<file path="src/pls_pkg.sv">
// constants of the limits, status and telemetry command bank
package pls_pkg;

  localparam int NUM_LIMITS = 11;
  localparam int IDX_W      = 4;

  localparam int IDX_TURN_ON   = 0;
  localparam int IDX_TURN_OFF  = 1;
  localparam int IDX_VOUT_OVF  = 2;
  localparam int IDX_VOUT_OVW  = 3;
  localparam int IDX_IOUT_OCF  = 4;
  localparam int IDX_IOUT_OCW  = 5;
  localparam int IDX_OT_FAULT  = 6;
  localparam int IDX_OT_WARN   = 7;
  localparam int IDX_VIN_OVF   = 8;
  localparam int IDX_ON_DELAY  = 9;
  localparam int IDX_ON_RISE   = 10;

  // writable limit words, in index order
  localparam logic [7:0] LIM_CODE [0:NUM_LIMITS-1] = '{
    8'h35, 8'h36, 8'h40, 8'h42, 8'h46, 8'h4a, 8'h4f, 8'h51, 8'h55, 8'h60, 8'h61};
  // fixed exponent per command, 5-bit two's complement
  localparam logic signed [4:0] LIM_EXP [0:NUM_LIMITS-1] = '{
    5'sh1f, 5'sh1f, 5'sh17, 5'sh17, 5'sh1c, 5'sh1c, 5'sh1e, 5'sh1e, 5'sh1f, 5'sh1f, 5'sh1f};
  // output-voltage words carry a plain unsigned mantissa
  localparam logic LIM_IS_VOUT [0:NUM_LIMITS-1] = '{
    1'b0, 1'b0, 1'b1, 1'b1, 1'b0, 1'b0, 1'b0, 1'b0, 1'b0, 1'b0, 1'b0};
  // range bounds as mantissas at the fixed exponent
  localparam logic [15:0] LIM_MIN [0:NUM_LIMITS-1] = '{
    16'h03ac, 16'h0398, 16'h7800, 16'h7400, 16'h01c0, 16'h01a0,
    16'h01b8, 16'h0190, 16'h0654, 16'h0028, 16'h0096};
  localparam logic [15:0] LIM_MAX [0:NUM_LIMITS-1] = '{
    16'h03c0, 16'h03ac, 16'h7c00, 16'h7c00, 16'h0200, 16'h0200,
    16'h021c, 16'h0208, 16'h067c, 16'h00c8, 16'h03e8};
  // reset words; 820 V cannot fit an 11-bit mantissa at -1, so exponent 0
  localparam logic [15:0] LIM_RST [0:NUM_LIMITS-1] = '{
    16'hfbac, 16'hfb98, 16'h7800, 16'h7400, 16'he200, 16'he1e0,
    16'hf1f4, 16'hf190, 16'h0334, 16'hf828, 16'hf896};

  localparam logic [7:0] CMD_SUMMARY   = 8'h79;
  localparam logic [7:0] CMD_VOUT_ST   = 8'h7a;
  localparam logic [7:0] CMD_IOUT_ST   = 8'h7b;
  localparam logic [7:0] CMD_INPUT_ST  = 8'h7c;
  localparam logic [7:0] CMD_TEMP_ST   = 8'h7d;
  localparam logic [7:0] CMD_COMM_ST   = 8'h7e;
  localparam logic [7:0] CMD_RD_VIN    = 8'h88;
  localparam logic [7:0] CMD_RD_VOUT   = 8'h8b;
  localparam logic [7:0] CMD_RD_IOUT   = 8'h8c;
  localparam logic [7:0] CMD_READ_TEMP = 8'h8d;
  localparam logic [7:0] CMD_REVISION  = 8'h98;
  localparam logic [7:0] CMD_FLASH_KEY = 8'hec;

  localparam logic [31:0] FLASH_KEY_RST   = 32'ha5a5a5a5;
  localparam logic [31:0] FLASH_KEY_VALUE = 32'h7e15dc42;

  localparam int COMM_BAD_CMD  = 7;
  localparam int COMM_BAD_DATA = 6;
  localparam int ST_FAULT_BIT  = 7;

  localparam int SUM_VOUT   = 15;
  localparam int SUM_IOUT   = 14;
  localparam int SUM_INPUT  = 13;
  localparam int SUM_PGOOD  = 11;
  localparam int SUM_OFF    = 6;
  localparam int SUM_OV     = 5;
  localparam int SUM_OC     = 4;
  localparam int SUM_UV     = 3;
  localparam int SUM_TEMP   = 2;
  localparam int SUM_COMM   = 1;

  typedef struct packed {
    logic [NUM_LIMITS-1:0][15:0] lim;
    logic [31:0]                 key;
    logic [7:0]                  comm;
    logic                        rsp_valid;
    logic                        rsp_error;
    logic [31:0]                 rsp_data;
  } pls_state_t;

endpackage

</file>
<file path="src/pls_bank.sv">
// command-coded limit, status and telemetry bank of the power module
////////////////////////////////////////////////////////////////////////////////
// Functional notes
// RL1 - 0x35 holds turn-on threshold, exponent -1, default 470 V, range 470..480 V.
// RL2 - host keeps turn-off threshold 0x36 (460..470 V) below turn-on threshold.
// RL3 - host keeps OV fault 0x40 (60..62 V, exp -9) above setpoint and warn.
// RL4 - host keeps OV warning 0x42 (58..62 V, exp -9) at or below fault.
// RL5 - host keeps OC fault 0x46 (28..32 A, exp -4) above OC warning.
// RL6 - 0x4a holds OC warning, exponent -4, default 30 A, range 26..32 A.
// RL7 - host keeps OT fault 0x4f (110..135 C, exp -2) above OT warning.
// RL8 - 0x51 holds temperature warning, exponent -2, default 100 C, range 100..130.
// RL9 - 0x55 holds input OV fault, exponent -1, default 820 V, range 810..830.
// RL10 - 0x60 holds start-to-rise delay, exponent -1, default 20 ms, range 20..100.
// RL11 - 0x61 holds rise-to-regulation time, exponent -1, default 75 ms, range 75..500.
// RL12 - 0x79 reads a summary word of all faults and warnings.
// RL13 - 0x7a reads the output voltage status byte.
// RL14 - 0x7b reads the output current status byte.
// RL15 - 0x7c reads the input over/under-voltage status byte.
// RL16 - 0x7d reads the temperature status byte.
// RL17 - 0x7e reads the communication fault byte.
// RL18 - 0x88 reads measured input voltage, exponent -1.
// RL19 - 0x8b reads measured output voltage, exponent -9.
// RL20 - 0x8c reads measured output current, exponent -4.
// RL21 - 0x8d reads hot-spot temperature, exponent -2.
// RL22 - flash unlocks only after key block 7e,15,dc,42 is written to 0xec.
// RL23 - output voltage words are unsigned 16-bit mantissas at exponent -9.
// RL24 - other words: 5-bit signed exponent over 11-bit signed mantissa.
// RL25 - out-of-range write is dropped, old value kept, communication fault raised.
module pls_bank #(
  parameter logic [7:0] REVISION = 8'h01  // arbitrary value
) (
  input  wire logic        clk,
  input  wire logic        rst,
  input  wire logic        cmd_valid,
  input  wire logic        cmd_write,
  input  wire logic [7:0]  cmd_code,
  input  wire logic [31:0] cmd_wdata,
  output logic             rsp_valid,
  output logic             rsp_error,
  output logic [31:0]      rsp_data,
  input  wire logic        clear_faults,
  input  wire logic        store_done,
  input  wire logic [7:0]  vout_status_in,
  input  wire logic [7:0]  iout_status_in,
  input  wire logic [7:0]  input_status_in,
  input  wire logic [7:0]  temp_status_in,
  input  wire logic        power_good_n,
  input  wire logic        unit_off,
  input  wire logic        vin_uv_fault,
  input  wire logic [15:0] vin_reading_in,
  input  wire logic [15:0] vout_reading_in,
  input  wire logic [15:0] iout_reading_in,
  input  wire logic [15:0] temp_reading_in,
  output logic [15:0]      input_turn_on_threshold,
  output logic [15:0]      input_turn_off_threshold,
  output logic [15:0]      output_overvoltage_fault_limit,
  output logic [15:0]      output_overvoltage_warn_limit,
  output logic [15:0]      output_overcurrent_fault_limit,
  output logic [15:0]      output_overcurrent_warn_limit,
  output logic [15:0]      overtemp_fault_limit,
  output logic [15:0]      overtemp_warn_limit,
  output logic [15:0]      input_overvoltage_fault_limit,
  output logic [15:0]      turn_on_delay_time,
  output logic [15:0]      turn_on_rise_time,
  output logic             flash_unlocked
);

  ////////////////////////////////////////////////////////////////////////////
  // linear-format range check

  // the word may use any exponent; it is rescaled to the fixed one and must be exact
  function automatic logic pls_in_range(input logic [15:0]       w,
                                        input logic signed [4:0] fe,
                                        input logic              is_vout,
                                        input logic [15:0]       lo,
                                        input logic [15:0]       hi);
    logic signed [5:0]  d;
    logic signed [5:0]  nd;
    logic signed [39:0] m;
    logic signed [39:0] v;
    logic signed [39:0] vlo;
    logic signed [39:0] vhi;
    logic               exact;
    d     = {w[15], w[15:11]} - {fe[4], fe};
    nd    = -d;
    m     = {{29{w[10]}}, w[10:0]};
    vlo   = {24'h000000, lo};
    vhi   = {24'h000000, hi};
    exact = 1'b1;
    if (d >= 0) begin
      v = m <<< d[4:0];
    end else begin
      v     = m >>> nd[4:0];
      exact = ((v <<< nd[4:0]) == m);
    end
    if (is_vout) begin
      return (w >= lo) && (w <= hi);  // RL23
    end
    return exact && (v >= vlo) && (v <= vhi);  // RL24
  endfunction

  // a word given at another exponent is stored at the fixed one, so readers see one scale;
  // a value whose mantissa cannot fit there (input OV limit) keeps its own exponent
  function automatic logic [15:0] pls_rescale(input logic [15:0]       w,
                                              input logic signed [4:0] fe,
                                              input logic              is_vout);
    logic signed [5:0]  d;
    logic signed [5:0]  nd;
    logic signed [39:0] m;
    logic signed [39:0] v;
    d  = {w[15], w[15:11]} - {fe[4], fe};
    nd = -d;
    m  = {{29{w[10]}}, w[10:0]};
    if (d >= 0) begin
      v = m <<< d[4:0];
    end else begin
      v = m >>> nd[4:0];
    end
    if (is_vout || (v < -40'sd1024) || (v > 40'sd1023)) begin
      return w;
    end
    return {fe, v[10:0]};  // RL24
  endfunction

  pls_pkg::pls_state_t st;
  pls_pkg::pls_state_t next_st;

  logic [pls_pkg::NUM_LIMITS-1:0] lim_sel;
  logic [pls_pkg::NUM_LIMITS-1:0] lim_ok;
  logic [pls_pkg::NUM_LIMITS-1:0][15:0] lim_word;
  logic [15:0]                    summary;
  logic                           wr;
  logic                           rd;

  assign wr = cmd_valid && cmd_write;
  assign rd = cmd_valid && !cmd_write;

  if (pls_pkg::NUM_LIMITS > (1 << pls_pkg::IDX_W)) begin : g_chk
    $error("pls_bank: limit index too narrow");
  end

  for (genvar i = 0; i < pls_pkg::NUM_LIMITS; i++) begin : g_lim
    assign lim_sel[i] = (cmd_code == pls_pkg::LIM_CODE[i]);
    assign lim_ok[i]  = pls_in_range(cmd_wdata[15:0], pls_pkg::LIM_EXP[i],
                                     pls_pkg::LIM_IS_VOUT[i], pls_pkg::LIM_MIN[i],
                                     pls_pkg::LIM_MAX[i]);  // RL1 RL6 RL8 RL9 RL10 RL11
    assign lim_word[i] = pls_rescale(cmd_wdata[15:0], pls_pkg::LIM_EXP[i],
                                     pls_pkg::LIM_IS_VOUT[i]);  // RL24
  end

  ////////////////////////////////////////////////////////////////////////////
  // summary word, built live from the protection inputs and the communication fault byte

  always_comb begin
    summary                    = 16'h0000;
    summary[pls_pkg::SUM_VOUT]  = |vout_status_in;  // RL12
    summary[pls_pkg::SUM_IOUT]  = |iout_status_in;
    summary[pls_pkg::SUM_INPUT] = |input_status_in;
    summary[pls_pkg::SUM_PGOOD] = power_good_n;
    summary[pls_pkg::SUM_OFF]   = unit_off;
    summary[pls_pkg::SUM_OV]    = vout_status_in[pls_pkg::ST_FAULT_BIT];
    summary[pls_pkg::SUM_OC]    = iout_status_in[pls_pkg::ST_FAULT_BIT];
    summary[pls_pkg::SUM_UV]    = vin_uv_fault;
    summary[pls_pkg::SUM_TEMP]  = |temp_status_in;
    summary[pls_pkg::SUM_COMM]  = |st.comm;
  end

  ////////////////////////////////////////////////////////////////////////////
  // command decode and state update

  always_comb begin
    logic [31:0] rdata;
    logic        known;
    logic        hit;
    logic [pls_pkg::IDX_W-1:0] idx;
    rdata = 32'h00000000;
    known = 1'b1;
    hit   = 1'b0;
    idx   = '0;
    for (int i = 0; i < pls_pkg::NUM_LIMITS; i++) begin
      if (lim_sel[i]) begin
        hit = 1'b1;
        idx = pls_pkg::IDX_W'(i);
      end
    end

    if (hit) begin
      rdata = {16'h0000, st.lim[idx]};
    end else if (cmd_code == pls_pkg::CMD_SUMMARY) begin
      rdata = {16'h0000, summary};  // RL12
    end else if (cmd_code == pls_pkg::CMD_VOUT_ST) begin
      rdata = {24'h000000, vout_status_in};  // RL13
    end else if (cmd_code == pls_pkg::CMD_IOUT_ST) begin
      rdata = {24'h000000, iout_status_in};  // RL14
    end else if (cmd_code == pls_pkg::CMD_INPUT_ST) begin
      rdata = {24'h000000, input_status_in};  // RL15
    end else if (cmd_code == pls_pkg::CMD_TEMP_ST) begin
      rdata = {24'h000000, temp_status_in};  // RL16
    end else if (cmd_code == pls_pkg::CMD_COMM_ST) begin
      rdata = {24'h000000, st.comm};  // RL17
    end else if (cmd_code == pls_pkg::CMD_RD_VIN) begin
      rdata = {16'h0000, vin_reading_in};  // RL18
    end else if (cmd_code == pls_pkg::CMD_RD_VOUT) begin
      rdata = {16'h0000, vout_reading_in};  // RL19
    end else if (cmd_code == pls_pkg::CMD_RD_IOUT) begin
      rdata = {16'h0000, iout_reading_in};  // RL20
    end else if (cmd_code == pls_pkg::CMD_READ_TEMP) begin
      rdata = {16'h0000, temp_reading_in};  // RL21
    end else if (cmd_code == pls_pkg::CMD_REVISION) begin
      rdata = {24'h000000, REVISION};
    end else if (cmd_code == pls_pkg::CMD_FLASH_KEY) begin
      rdata = st.key;
    end else begin
      known = 1'b0;
    end

    next_st           = st;
    next_st.rsp_valid = cmd_valid;
    next_st.rsp_error = 1'b0;
    if (rd) begin
      next_st.rsp_data = rdata;
    end else if (wr) begin
      next_st.rsp_data = 32'h00000000;
    end

    // clear first so that a fault in the same cycle survives
    if (clear_faults) begin
      next_st.comm = 8'h00;
    end
    // a finished store locks the flash again
    if (store_done) begin
      next_st.key = pls_pkg::FLASH_KEY_RST;
    end

    if (wr && hit) begin
      if (lim_ok[idx]) begin
        next_st.lim[idx] = lim_word[idx];  // RL1 RL24
      end else begin
        next_st.comm[pls_pkg::COMM_BAD_DATA] = 1'b1;  // RL25
        next_st.rsp_error                    = 1'b1;
      end
    end else if (wr && cmd_code == pls_pkg::CMD_FLASH_KEY) begin
      next_st.key = cmd_wdata;  // RL22
    end else if (cmd_valid && (wr || !known)) begin
      // read-only or unmapped code
      next_st.comm[pls_pkg::COMM_BAD_CMD] = 1'b1;
      next_st.rsp_error                   = 1'b1;
    end
  end

  always_ff @(posedge clk) begin
    if (rst) begin
      for (int i = 0; i < pls_pkg::NUM_LIMITS; i++) begin
        st.lim[i] <= pls_pkg::LIM_RST[i];  // RL1 RL6 RL8 RL9 RL10 RL11
      end
      st.key       <= pls_pkg::FLASH_KEY_RST;
      st.comm      <= 8'h00;
      st.rsp_valid <= 1'b0;
      st.rsp_error <= 1'b0;
      st.rsp_data  <= 32'h00000000;
    end else begin
      st <= next_st;
    end
  end

  ////////////////////////////////////////////////////////////////////////////
  // outputs

  assign rsp_valid                      = st.rsp_valid;
  assign rsp_error                      = st.rsp_error;
  assign rsp_data                       = st.rsp_data;
  assign input_turn_on_threshold        = st.lim[pls_pkg::IDX_TURN_ON];
  assign input_turn_off_threshold       = st.lim[pls_pkg::IDX_TURN_OFF];
  assign output_overvoltage_fault_limit = st.lim[pls_pkg::IDX_VOUT_OVF];
  assign output_overvoltage_warn_limit  = st.lim[pls_pkg::IDX_VOUT_OVW];
  assign output_overcurrent_fault_limit = st.lim[pls_pkg::IDX_IOUT_OCF];
  assign output_overcurrent_warn_limit  = st.lim[pls_pkg::IDX_IOUT_OCW];
  assign overtemp_fault_limit           = st.lim[pls_pkg::IDX_OT_FAULT];
  assign overtemp_warn_limit            = st.lim[pls_pkg::IDX_OT_WARN];
  assign input_overvoltage_fault_limit  = st.lim[pls_pkg::IDX_VIN_OVF];
  assign turn_on_delay_time             = st.lim[pls_pkg::IDX_ON_DELAY];
  assign turn_on_rise_time              = st.lim[pls_pkg::IDX_ON_RISE];
  assign flash_unlocked                 = (st.key == pls_pkg::FLASH_KEY_VALUE);  // RL22
endmodule // pls_bank

</file>
<file path="config.mk">
export PLATFORM = sky130hd
export DESIGN_NAME = pls_bank
export DESIGN_NICKNAME = d
export VERILOG_FILES = /design/src/pls_pkg.sv /design/src/pls_bank.sv
export SDC_FILE = /design/constraint.sdc
export NUM_CORES = 1
export LEC_CHECK = 0
export ABC_AREA = 1
export BUFFER_PORTS_ARGS = -buffer_cell sky130_fd_sc_hd__clkbuf_2
export CAP_MARGIN = 20
export CELL_PAD_IN_SITES_DETAIL_PLACEMENT = 1
export CELL_PAD_IN_SITES_GLOBAL_PLACEMENT = 2
export CORE_MARGIN = 4
export CORE_UTILIZATION = 32
export CTS_CLUSTER_DIAMETER = 40
export DETAILED_ROUTE_END_ITERATION = 10
export GPL_ROUTABILITY_DRIVEN = 0
export PLACE_DENSITY_LB_ADDON = 0.08
export SETUP_SLACK_MARGIN = 0.4
export SLEW_MARGIN = 25
export SYNTH_ARGS = -nofsm -noshare
export SYNTH_HDL_FRONTEND = slang
export SYNTH_SLANG_ARGS = --single-unit
export TNS_END_PERCENT = 5
</file>
<file path="constraint.sdc">
create_clock -name clk -period 11.8 [get_ports clk]
set_input_delay 1.18 -clock clk [delete_from_list [all_inputs] [get_ports clk]]
set_output_delay 1.18 -clock clk [all_outputs]
set_load 0.01 [all_outputs]
</file>
== Word-level counts from Yosys, hierarchy flattened ==
Cells that the tools add are included.

* Add/subtract/negate cells: 6
* Multipliers: 0
* Div/mod/pow operators: 0
* $lt $le $gt $ge: 31
* Equality and inequality tests: 27
* Shift operators: 9
* Muxes and demuxes: 85
* Bitwise logic cells: 0
* Reductions and logical operators: 39

{| class="wikitable"
|+ Operator list
! cell !! count
|-
| $mux W32 || 17
|-
| $le A40 B11 Y1 const B || 6
|-
| $bwmux W176 || 1
|-
| $ge A40 B10 Y1 const B || 4
|-
| $mux W16 || 9
|-
| $bmux W16 S4 || 2
|-
| $eq A40 B11 Y1 || 3
|-
| $eq A8 B7 Y1 const B || 15
|-
| $gt A40 B11 Y1 const B || 3
|-
| $lt A40 B11 Y1 const B || 3
|-
| $mux W40 || 3
|-
| $sshl A11 B5 Y40 || 3
|-
| $sshl A40 B5 Y40 || 3
|-
| $sshr A11 B5 Y40 || 3
|-
| $ge A40 B11 Y1 const B || 2
|-
| $demux W16 S4 || 1
|-
| $eq A8 B8 Y1 const B || 6
|-
| $ge A40 B12 Y1 const B || 1
|-
| $ge A40 B7 Y1 const B || 1
|-
| $ge A40 B9 Y1 const B || 1
|-
| $le A40 B12 Y1 const B || 1
|-
| $le A40 B9 Y1 const B || 1
|-
| $mux W1 || 40
|-
| $mux W4 || 9
|-
| other kinds (21) || 59
|}

* Bits in registers: 244
* Bits in latches: 0
* RAM bits: 0
* ROM bits: 0
* Bits of input ports: 145
* Logic and storage cells: 213
* Memories: 0

== Logic depth before layout (Yosys ltp) ==
Gate-level depths: netlist (run 1).

* Depth after elaboration: 20
* Gate-level depth with buffers: 34
* Depth with buffers taken out: 31

== Worst setup path after synthesis (run 1) ==
Ideal clock, no wire load.

* Path kind: input port to flip-flop
* Start point: input cmd_wdata[11]
* End point: register st (netlist bit overtemp_fault_limit[5])
* Setup time: 0.134 ns
* Data arrival time: 4.778 ns
* Slack: 6.889 ns
* Stages on the path: 29
* Buffers on the path: 5
* Cells stage by stage: inv_2 -> buf_2 -> clkbuf_1 -> ha_1 -> inv_1 -> buf_2 -> nand3_1 -> nand2_1 -> o21ai_0 -> o21ai_2 -> nor2_1 -> nor2_1 -> nand2_1 -> nor2_1 -> nand3_1 -> nor2_2 -> o21ai_0 -> nand2_1 -> nor2_1 -> nor2_1 -> nand2_1 -> nand2_1 -> nand2_1 -> nand2_2 -> buf_4 -> nand4_4 -> buf_2 -> nand2_1 -> nand3_1

* Longest elaborated chain between the ends: 11

{| class="wikitable"
|+ Ends and longest elaborated chain
! element !! RTL line !! text
|-
| from (decl) || pls_bank.sv:37 || <nowiki>input wire logic [31:0] cmd_wdata,</nowiki>
|-
| $sub A5 B1 Y6, or another cell as far along || pls_bank.sv:84, pls_bank.sv:111 ||
|-
| $neg A5 Y5 || pls_bank.sv:85, pls_bank.sv:112 ||
|-
| $sshr A11 B5 Y40 || pls_bank.sv:93, pls_bank.sv:117 ||
|-
| $mux W40 or $sshl A40 B5 Y40 (tied branches) || pls_bank.sv:90, pls_bank.sv:114, pls_bank.sv:94 ||
|-
| $lt A40 B11 Y1, or another cell as far along || pls_bank.sv:119 || <nowiki>if (is_vout || (v < -40'sd1024) || (v > 40'sd1023)) begin</nowiki>
|-
| $logic_or A1 B1 Y1 or $mux W1 (tied branches) || pls_bank.sv:119, pls_bank.sv:90 ||
|-
| $mux W1 or $logic_and A1 B1 Y1 (tied branches) || pls_bank.sv:119, pls_bank.sv:99 ||
|-
| $mux W16 or $logic_and A1 B1 Y1 (tied branches) || pls_bank.sv:122, pls_bank.sv:99 ||
|-
| $bmux W16 S4 or $bmux W1 S4 (tied branches) || pls_bank.sv:237, pls_bank.sv:236 ||
|-
| $mux W16 (implied by the code) or $mux W1 (tied branches) || pls_bank.sv:237, pls_bank.sv:236 ||
|-
| $bwmux W176 or $reduce_and A2 Y1 (tied branches) || n/a ||
|-
| to (signal assigned) || pls_bank.sv:262 || <nowiki>st <= next_st;</nowiki>
|-
| to (decl) || pls_bank.sv:125 || <nowiki>pls_pkg::pls_state_t st;</nowiki>
|}

Several ways; a longest one is shown, not always the timed one. The select of a mux whose other input is x is not followed.
A chain may end at the register's enable or synchronous reset.

== Worst setup path after layout (run 1) ==
* Start point: input cmd_wdata[12]
* End point: register st (netlist bit output_overvoltage_warn_limit[6])

Same word-level chain as after synthesis.

==> results by group, run 1 <==
Run status
  – Status: complete, no violations

Routing
  – Routed vias: between 20000 and 30000
  – Wire per inst: between 20 and 25 µm
  – DRC: 0
  – Drt first pass iters: 7
  – Vias per cell: roughly 5.5
  – Final ANT Viol Nets: 0
  – Initial drt markers: 1892
  – WL final: about 110 mm

Logic synthesis
  – Sequential share of the synthesized area: 0.228
  – FF+latch count, synth: around 240
  – Main synth FF type: dfxtp_1
  – Share of the synthesized area in the top cell type: 0.228
  – Async SR Flop Fraction: 0
  – Syn_area_per_cell: between 5 and 6 µm²
  – Synth unique cells: 58
  – Synth cell count leaders: nand2_1, nand3_1, nor2_1
  – Synthesized Nets: roughly 3900
  – Count leader, synth: nand2_1
  – Leading area contributor after synthesis: dfxtp_1
  – Top cells by area, synth: dfxtp_1, nand2_1, nand3_1, buf_4, nor2_1
  – Post-Synthesis Cell Area: around 21000 µm²
  – Post-synth EDFFs: 0
  – Yosys synthesis warning count: 0
  – Synth Instances: roughly 3700

Die
  – Initial Util: 0.325
  – Die area: between 70000 and 80000 µm²
  – Die H: approximately 270 µm
  – Die X: approximately 270 µm
  – CORE AREA: ~66000 µm²
  – I/O pin count: roughly 360
  – FP Rows: 94

Setup path
  – Crit end category: flop
  – Top Family by Delay on Critical Path: simple AND/OR/NAND/NOR gates
  – Worst-path fanout max: between 40 and 50
  – Critical path required time: 12.22 ns
  – CP max stage delay: 0.63 ns
  – Critical path class: input port to flop
  – Worst Reg2Reg Path Length in Cells: 6
  – Critical Path Source Type: input port
  – Critical path depth: 29
  – CP Data Arrival Time: ~8 ns
  – Cell mode on critical path: nand2_1
  – Slowest CP cell: nand3_1
  – Bufs and invs on worst path: 5

Power
  – Worst vdd rail ir drop: between 0.00008 and 0.00009 V
  – Leak: roughly 0.012 µW
  – P_sw: roughly 920 µW
  – Pwr dens: 113 nW/µm²
  – Comb power frac: 0.247
  – Cell Int Power: approximately 1700 µW
  – Clock network power share: 0.440
  – Reg power frac: 0.313
  – Switching power share of the total: 0.348

Global routing
  – Gr usage total: 0.291
  – Initial antenna violation count: 8
  – Vias in the first global route: about 26000
  – Pin count of the biggest net entering global routing: about 110
  – Remaining global-route overflow: 0
  – First-pass GRT wire length: between 150 and 200 mm

Cells and area
  – Final instance area: about 23000 µm²
  – Util after Layout: 0.355
  – Share of cells above drive strength 1: 0.148
  – P&R area growth vs syn: 9.26%
  – Area of the multi-input gates: approximately 13000 µm²
  – Flip-flop and latch area: 4880 µm²
  – Final net count: approximately 4000
  – Fin cells: approximately 4600
  – Fillers: 8980

Clocking
  – Cts bufs inserted: 35
  – Clock latency on the worst-skew pair: between 0.5 and 0.6 ns
  – Post-CTS Setup Inserts: 0
  – CTS resizes: 0
  – Root Driver: clkbuf_16
  – CTS max path bufs: 3
  – Clock H-tree levels: 2
  – Hold buffers post-CTS: 0
  – Clock transition at path regs: 0.06 ns
  – # clock sinks: between 200 and 250
  – CTS tree: built

STA
  – Period minus WS final: 7.72 ns
  – Max-slew violation count: 0
  – Slew HR: 0.243
  – Hold WS: approximately 0.47 ns
  – Fin crit share: 0.654
  – Final Hold Fails: 0
  – Slew @ Worst Pin: 1.13 ns
  – Unrepaired setup endpoints after global routing: no
  – Maximum clock frequency: 130 MHz
  – Fin Clk Skew: between 0.02 and 0.025 ns
  – Setup TNS: 0 ns
  – Endpoints failing setup: 0

Job
  – Max-Cap Viols: 0

Place
  – Port bufs: around 360
  – Hpwl dp: between 80 and 90 mm
  – Placed Instances: about 4600
  – Area after DPL: between 20000 and 25000 µm²

Worst hold path
  – HP Class: flop to flop
  – Hold path depth: 2
[cell usage in the layout (no fill, tap or decap), drive strengths merged, types with 3 or more instances in the layout]
master	count
nand2	1093
nand3	570
nor2	428
clkbuf	395
inv	342
dfxtp	244
o21ai	214
a21oi	119
nand4	59
nor3	40
o211ai	39
buf	36
o22ai	28
nand3b	22
o221ai	22
o2111ai	19
nor4	17
clkinv	16
a22oi	14
a31oi	8
ha	7
diode	6
o31ai	6
bufinv	6
a221oi	5
o21a	5
and2	3
a211oi	3
[worst paths after layout]
path / start / endpoint / slack, ns
hold reg to reg: rsp_data[27] / rsp_data[27] / 0.47
setup reg to reg: input_turn_off_threshold[6] / rsp_data[6] / 9.57
hold / removal: rsp_data[27] / rsp_data[27] / 0.47
setup / recovery: cmd_wdata[12] / output_overvoltage_warn_limit[6] / 4.08
[metal layers]
metal / vias to the layer above / routed length [µm] / GRT usage
met4: 4 / 4660 / 0.117
met3: 186 / 5790 / 0.0378
met1: 12531 / 46000 / 0.367
met5: - / 26 / 0
met2: 750 / 52100 / 0.504
li1: 12101 / - / -
[worst min-delay path, cell delays in order, from the launching register on]
cell and delay [ns]:
dfxtp_1 0.31, nand2_1 0.06, a21oi_1 0.05
[kinds of logic (layout without fill, tap and decap cells)]
logic type                 count (synthesis)  after routing  synth area share
and+or+nand+nor                         2236           2236             0.455
buffers and inverters                    749            797             0.176
AOI/OAI and AO/OA                        492            492             0.136
DFF                                      244            244             0.228
adders and majority gates                  7              7           0.00408
xor gates and xnor gates                   1              1          0.000408
muxes                                      1              1           0.00105
other                                      0              6                 0
[cell type report]
class / count / share of cell area
Clock inverter: 24 / 0.0139
Clock buffer: 40 / 0.0408
Sequential cell: 244 / 0.208
Tap cell: 864 / 0.0461
Multi-Input combinational cell: 2737 / 0.547
Antenna cell: 6 / 0.000641
Inverter: 342 / 0.0551
Timing Repair Buffer: 391 / 0.0876
[stage by stage]
stage          setup WS [ns]  power [µW]
3_5_place_dp            3.69        1480
6_report                4.08        2640
2_1_floorplan           6.89        1270
5_1_grt                 3.55        2750
3_3_place_gp            3.53        1480
4_1_cts                 4.23        2650
[registers in the layout, summed over array words and instances (netlist names)]
name                            cells
st                                 34
output_overcurrent_fault_limit     16
turn_on_rise_time                  16
rsp_valid                           1
input_turn_off_threshold           16
output_overcurrent_warn_limit      16
overtemp_fault_limit               16
output_overvoltage_fault_limit     16
input_turn_on_threshold            16
output_overvoltage_warn_limit      16
input_overvoltage_fault_limit      16
rsp_data                           32
overtemp_warn_limit                16
rsp_error                           1
turn_on_delay_time                 16
[power by group through the flow]
| stage | Combinational, µW | Sequential (µW) | Clock [µW] |
|---|---|---|---|
| floorplan | 427 | 844 | 0 |
| global placement | 633 | 844 | 0 |
| detailed placement | 640 | 844 | 0 |
| CTS | 643 | 826 | 1180 |
| global route | 718 | 826 | 1200 |
| finish | 651 | 826 | 1160 |
No activity file was read; power rests on OpenSTA's default activity.
==> run 2: changes to the inputs <==
CORE_UTILIZATION = 30   (was 32)
clock period = 7.25 ns   (was 11.8 ns; I/O delays follow)
==> run 2 against run 1 <==
Clock skew fell by 0.0036 ns. Global-route usage shrank 1.1 points. Via count shrank 0.66%. Register-to-register slack worse by 4.4 ns. First-iteration DRC count is 15% lower. Non-clock buffer count rose by 20. Worst setup slack got worse by 2.8 ns. Sequential power is 62% higher. Largest cell class unchanged.
==> results by group, run 2 (synthesized netlist as in run 1, its figures left out) <==
Die
  – Die area: 75900 µm² (+6.5%)
  – Die H: 275 µm (+3.2%)
  – Die X: 275 µm (+3.2%)
  – I/O pin count: 356 (unchanged)
  – Initial Util: 0.304 (-0.0203)
  – FP Rows: 97 (+3.2%)
  – CORE AREA: 70500 µm² (+6.7%)

Routing
  – Highest metal used: met5
  – Initial drt markers: 1613 (-15%)
  – Drt first pass iters: 5 (-2)
  – Met3 wire length: 5.48 mm (-5.3%)
  – Routed metal-1 wirelength: 47.7 mm (+3.8%)
  – Met2 WL: 54.2 mm (+4.0%)
  – Vias per cell: 5.36 (-2.6%)
  – WL final: 111 mm (+1.9%)
  – Wire per inst: 23.3 µm (about the same)
  – DRC: 0 (unchanged)
  – Routed vias: 25402 (-0.66%)
  – Final ANT Viol Nets: 0 (unchanged)

Cells and area
  – Area of the multi-input gates: 12800 µm² (about the same)
  – Fillers: 9587 (+6.8%)
  – Share of cells above drive strength 1: 0.151 (+0.00303)
  – Commonest non-fill, non-tap cell in the layout: nand2_1
  – Most frequent cells in the layout: nand2_1, nand3_1, nor2_1
  – Top reg by flops: st
  – P&R area growth vs syn: 9.90%
  – Util after Layout: 0.334 (-0.0203)
  – Max reg flops: 34 (unchanged)
  – Final net count: 3922 (+0.49%)
  – Final instance area: 23600 µm² (+0.59%)
  – Flip-flop and latch area: 4880 µm² (unchanged)
  – Top flop regs: st: 34 flops, rsp_data: 32 flops

Setup path
  – Critical Path Source Type: input port
  – Critical path class: input port to flop
  – Worst r2r src: input_turn_off_threshold[3]
  – Worst Reg2Reg Path Length in Cells: 6 (unchanged)
  – Reg2reg end: rsp_data[3]
  – Worst-path fanout max: 25 (-39%)
  – CP Data Arrival Time: 6.42 ns (-1.72 ns)
  – Crit end category: flop
  – R2r setup slk: 5.17 ns (-4.40 ns)
  – Critical path required time: 7.66 ns (-4.56 ns)

Clocking
  – Post-CTS Setup Inserts: 0 (unchanged)
  – Clock H-tree levels: 2 (unchanged)
  – # clock sinks: 244 (unchanged)
  – CTS tree: built
  – Hold buffers post-CTS: 0 (unchanged)
  – CTS max path bufs: 3 (unchanged)
  – CTS resizes: 0 (unchanged)
  – Clock latency on the worst-skew pair: 0.53 ns (about the same)
  – Clock transition at path regs: 0.06 ns (about the same)
  – Cts bufs inserted: 34 (-2.9%)
  – Root Driver: clkbuf_16

Worst hold path
  – HP Class: input port to flop
  – Min-delay src: cmd_wdata[23]
  – Hold path depth: 3 (+1)
  – Hold EP: st[65]

Place
  – Pre-CTS setup slack: 0.799 ns (-2.89 ns)
  – Port bufs: 355 (unchanged)
  – Area after DPL: 22400 µm² (+1.2%)
  – Hpwl dp: 85.7 mm (+2.6%)

Power
  – Switching power share of the total: 0.354 (+0.00577)
  – Reg power frac: 0.323 (+0.010)
  – Cell Int Power: 2690 µW (+57%)
  – P_sw: 1480 µW (+61%)
  – Comb power frac: 0.257 (+0.010)
  – Worst vdd rail ir drop: 0.000133 V (+61%)
  – Pwr dens: 177 nW/µm² (+57%)
  – Leak: 0.0118 µW (+0.27%)
  – Clock network power share: 0.420 (-0.020)

STA
  – Period minus WS final: 6.01 ns
  – Endpoints failing setup: 0 (unchanged)
  – Hold WS: 0.438 ns (-0.0290 ns)
  – Max-slew violation count: 0 (unchanged)
  – Maximum clock frequency: 166 MHz
  – Final Hold Fails: 0 (unchanged)
  – Fin worst setup slack: 1.24 ns (-2.84 ns)
  – Unrepaired setup endpoints after global routing: no
  – Setup TNS: 0 ns (unchanged)
  – Slew HR: 0.369 (+0.126)
  – Slew @ Worst Pin: 0.937 ns (-0.191 ns)
  – Fin crit share: 0.829
  – Fin Clk Skew: 0.0193 ns (-0.00362 ns)

Global routing
  – Pin count of the biggest net entering global routing: 130 (+24%)
  – Remaining global-route overflow: 0 (unchanged)
  – First-pass GRT wire length: 164 mm (+1.8%)
  – Gr usage total: 0.280 (-0.0113)
  – Vias in the first global route: 25885 (+0.050%)
  – Initial antenna violation count: 5 (-3)

Run status
  – Status: complete, no violations

Job
  – Max-Cap Viols: 0 (unchanged)
run 2: worst max-delay path by stage:
stage / end / start
6_report: input_overvoltage_fault_limit[12] / cmd_wdata[12]
5_1_grt: input_overvoltage_fault_limit[12] / cmd_wdata[12]
4_1_cts: input_overvoltage_fault_limit[12] / cmd_wdata[12]
3_5_place_dp: input_overvoltage_fault_limit[12] / cmd_wdata[12]
3_3_place_gp: input_overvoltage_fault_limit[12] / cmd_wdata[12]
2_1_floorplan: overtemp_fault_limit[5] / cmd_wdata[11]
run 2: cell type report:
class                           instances  area share
Multi-Input combinational cell       2737       0.544
Sequential cell                       244       0.207
Timing Repair Buffer                  411      0.0937
Inverter                              342      0.0549
Tap cell                              940      0.0499
Clock buffer                           45      0.0413
Clock inverter                         16     0.00876
Antenna cell                            3    0.000318
run 2: critical path: stages:
cell      delay [ns]
clkbuf_2        0.32
inv_2           0.24
ha_1            0.83
nor2_1          0.14
inv_1           0.08
nand2_1         0.49
nor2_1          0.29
nor2_1          0.10
nand2_1         0.08
nand3_1         0.13
nand2_1         0.19
o21ai_0         0.20
nor2_1          0.29
nand2_1         0.09
nor2_1          0.11
nand3_1         0.09
nand3_1         0.10
nand2_1         0.08
a21oi_1         0.21
o21ai_0         0.11
nand2_1         0.08
nand2_1         0.10
nor2_2          0.38
buf_4           0.23
nand3_2         0.26
nor2_1          0.36
nor2_1          0.09
run 2: power by group through the flow:
stage	sequential [µW]	clock [µW]	combinational (µW)
after floorplan	1370	0	694
after global placement	1370	0	1050
after detailed placement	1370	0	1060
after CTS	1340	1780	1070
after global routing	1340	1830	1190
final	1340	1750	1070
run 2: per-layer routing:
| metal | GRT usage | vias up |
|---|---|---|
| li1 | - | 12131 |
| met1 | 0.361 | 12374 |
| met2 | 0.497 | 741 |
| met3 | 0.0262 | 152 |
| met4 | 0.0802 | 4 |
| met5 | 0 | - |
run 2: through the flow:
step                      power [µW]  instances
after global placement          2430       4674
final                           4170       4738
after global routing            4360       4738
after floorplan                 2070       3730
after detailed placement        2440       4674
after CTS                       4190       4735
==> run 3: changes to the inputs <==
clock period = 6.2 ns   (was 7.25 ns; I/O delays follow)
==> run 3 against run 2 <==
Largest power group unchanged. Sequential share of layout area down 0.25 points. Clock skew up 0.0051 ns. Die area unchanged. First-iteration DRC count up 2.5%. Cell area up 1.2%. Non-clock buffer count up 26. Worst setup slack worse by 0.33 ns. Clock-buffer cell count down 1. Sequential cell count unchanged. Total power up 21%. Final cell count up 0.57%. Routed wire length up 1.2%.
==> results by group, run 3 (synthesized netlist as in run 1, its figures left out) <==
Die
  – FP Rows: 97 (unchanged)
  – Initial Util: 0.304 (unchanged)
  – Die area: 75900 µm² (unchanged)
  – I/O pin count: 356 (unchanged)
  – CORE AREA: 70500 µm² (unchanged)
  – Die H: 275 µm (unchanged)
  – Die X: 275 µm (unchanged)

Global routing
  – Pin count of the biggest net entering global routing: 108 (-17%)
  – Vias in the first global route: 26221 (+1.3%)
  – Gr usage total: 0.284 (+0.00473)
  – Remaining global-route overflow: 0 (unchanged)
  – First-pass GRT wire length: 167 mm (+1.8%)
  – Initial antenna violation count: 5 (unchanged)

Routing
  – Drt first pass iters: 5 (unchanged)
  – Initial drt markers: 1653 (+2.5%)
  – Routed vias: 25726 (+1.3%)
  – Vias per cell: 5.40 (+0.70%)
  – DRC: 0 (unchanged)
  – Final ANT Viol Nets: 0 (unchanged)
  – WL final: 112 mm (+1.2%)
  – Wire per inst: 23.5 µm (+0.61%)

Setup path
  – CP Data Arrival Time: 5.75 ns (-0.67 ns)
  – Worst-path fanout max: 50 (+100%)
  – Crit end category: flop
  – Critical Path Source Type: input port
  – Critical path class: input port to flop
  – Critical path required time: 6.66 ns (-1.00 ns)

Place
  – Hpwl dp: 87.3 mm (+1.8%)
  – Port bufs: 355 (unchanged)
  – Area after DPL: 22600 µm² (+0.91%)

STA
  – Slew @ Worst Pin: 1.06 ns (+0.127 ns)
  – Endpoints failing setup: 0 (unchanged)
  – Setup TNS: 0 ns (unchanged)
  – Hold WS: 0.319 ns (-0.119 ns)
  – Unrepaired setup endpoints after global routing: no
  – Fin Clk Skew: 0.0244 ns (+0.00513 ns)
  – Slew HR: 0.283 (-0.0857)
  – Final Hold Fails: 0 (unchanged)
  – Fin crit share: 0.853
  – Period minus WS final: roughly 5.3 ns
  – Max-slew violation count: 0 (unchanged)
  – Maximum clock frequency: between 150 and 200 MHz

Cells and area
  – Top flop regs: st: 34 flops, rsp_data: 32 flops
  – Max reg flops: 34 (unchanged)
  – Util after Layout: 0.338 (+0.00408)
  – P&R area growth vs syn: 11.2%
  – Final instance area: 23900 µm² (+1.2%)
  – Area of the multi-input gates: 12800 µm² (about the same)
  – Share of cells above drive strength 1: 0.156 (+0.00499)
  – Final net count: 3951 (+0.74%)
  – Top reg by flops: st
  – Fillers: 9508 (-0.82%)
  – Commonest non-fill, non-tap cell in the layout: nand2_1
  – Most frequent cells in the layout: nand2_1, nand3_1, nor2_1
  – Flip-flop and latch area: 4880 µm² (unchanged)

Power
  – Pwr dens: 212 nW/µm² (+20%)
  – Power, Total: 5060 µW (+21%)
  – Leak: 0.0119 µW (+1.5%)
  – Worst vdd rail ir drop: 0.000149 V (+12%)

Worst hold path
  – HP Class: input port to flop

Clocking
  – Hold buffers post-CTS: 0 (unchanged)
  – Post-CTS Setup Inserts: 0 (unchanged)
  – Root Driver: clkbuf_16
  – # clock sinks: 244 (unchanged)
  – CTS tree: built
  – CTS max path bufs: 3 (unchanged)
  – Cts bufs inserted: 37 (+8.8%)
  – Clock H-tree levels: 2 (unchanged)
  – CTS resizes: 0 (unchanged)
  – Clock latency on the worst-skew pair: 0.54 ns (about the same)
  – Clock transition at path regs: 0.05 ns (about the same)

Job
  – Max-Cap Viols: 0 (unchanged)

Run status
  – Status: complete, no violations
==> run 3: layout make-up <==
cell class              instances  area share
diodes                          4    0.000419
multi-input cells            2737       0.537
inverters                     342      0.0541
clock inverters                17      0.0108
well taps                     940      0.0493
repair buffers                437       0.101
clock buffers                  44      0.0425
flip-flops and latches        244       0.205
==> run 3: path summary, 6_finish.rpt <==
check                             start                                 to  slack, ns  cells after the start
max                       cmd_wdata[11]  input_overvoltage_fault_limit[11]       0.91                     24
min                       cmd_wdata[24]                             st[66]       0.32                      3
max reg2reg  input_turn_on_threshold[3]                        rsp_data[3]       4.04                      6
min reg2reg                rsp_data[20]                       rsp_data[20]       0.47                      2
==> run 3: per-layer routing <==
layer | wire length (µm) | global-route usage
met5 | 13 | 0
met4 | 3550 | 0.0841
met3 | 5180 | 0.0263
met2 | 55000 | 0.509
met1 | 48200 | 0.363
==> run 3: metrics by stage <==
step                std cells  setup WS (ns)
finish                   4765          0.910
detailed placement       4700          0.528
CTS                      4761           1.07
floorplan                3730           1.85
global placement         4700          0.618
global route             4765          0.447
==> run 3: worst max-delay path, stage by stage <==
cell and delay [ns]:
clkbuf_2 0.13, buf_12 0.27, ha_1 0.34, nand3_1 0.13, nand2_2 0.18, nand2_1 0.17, inv_2 0.26, nor2_1 0.11
inv_2 0.18, nand2_1 0.25, nor2_1 0.37, nand2_1 0.09, nor2_1 0.10, nand3_1 0.21, nor2_2 0.27, inv_1 0.07
nand2_1 0.18, buf_4 0.24, inv_1 0.11, nor2_1 0.20, inv_1 0.08, o21ai_0 0.83, nor2_1 0.18, nor2_1 0.14
==> run 3: power by group <==
group	switching (µW)	internal, µW	leakage, µW
Combinational	942	343	0.00936
Clock	790	1410	0.000617
Sequential	1.77	1570	0.00197
Total	1730	3330	0.0119
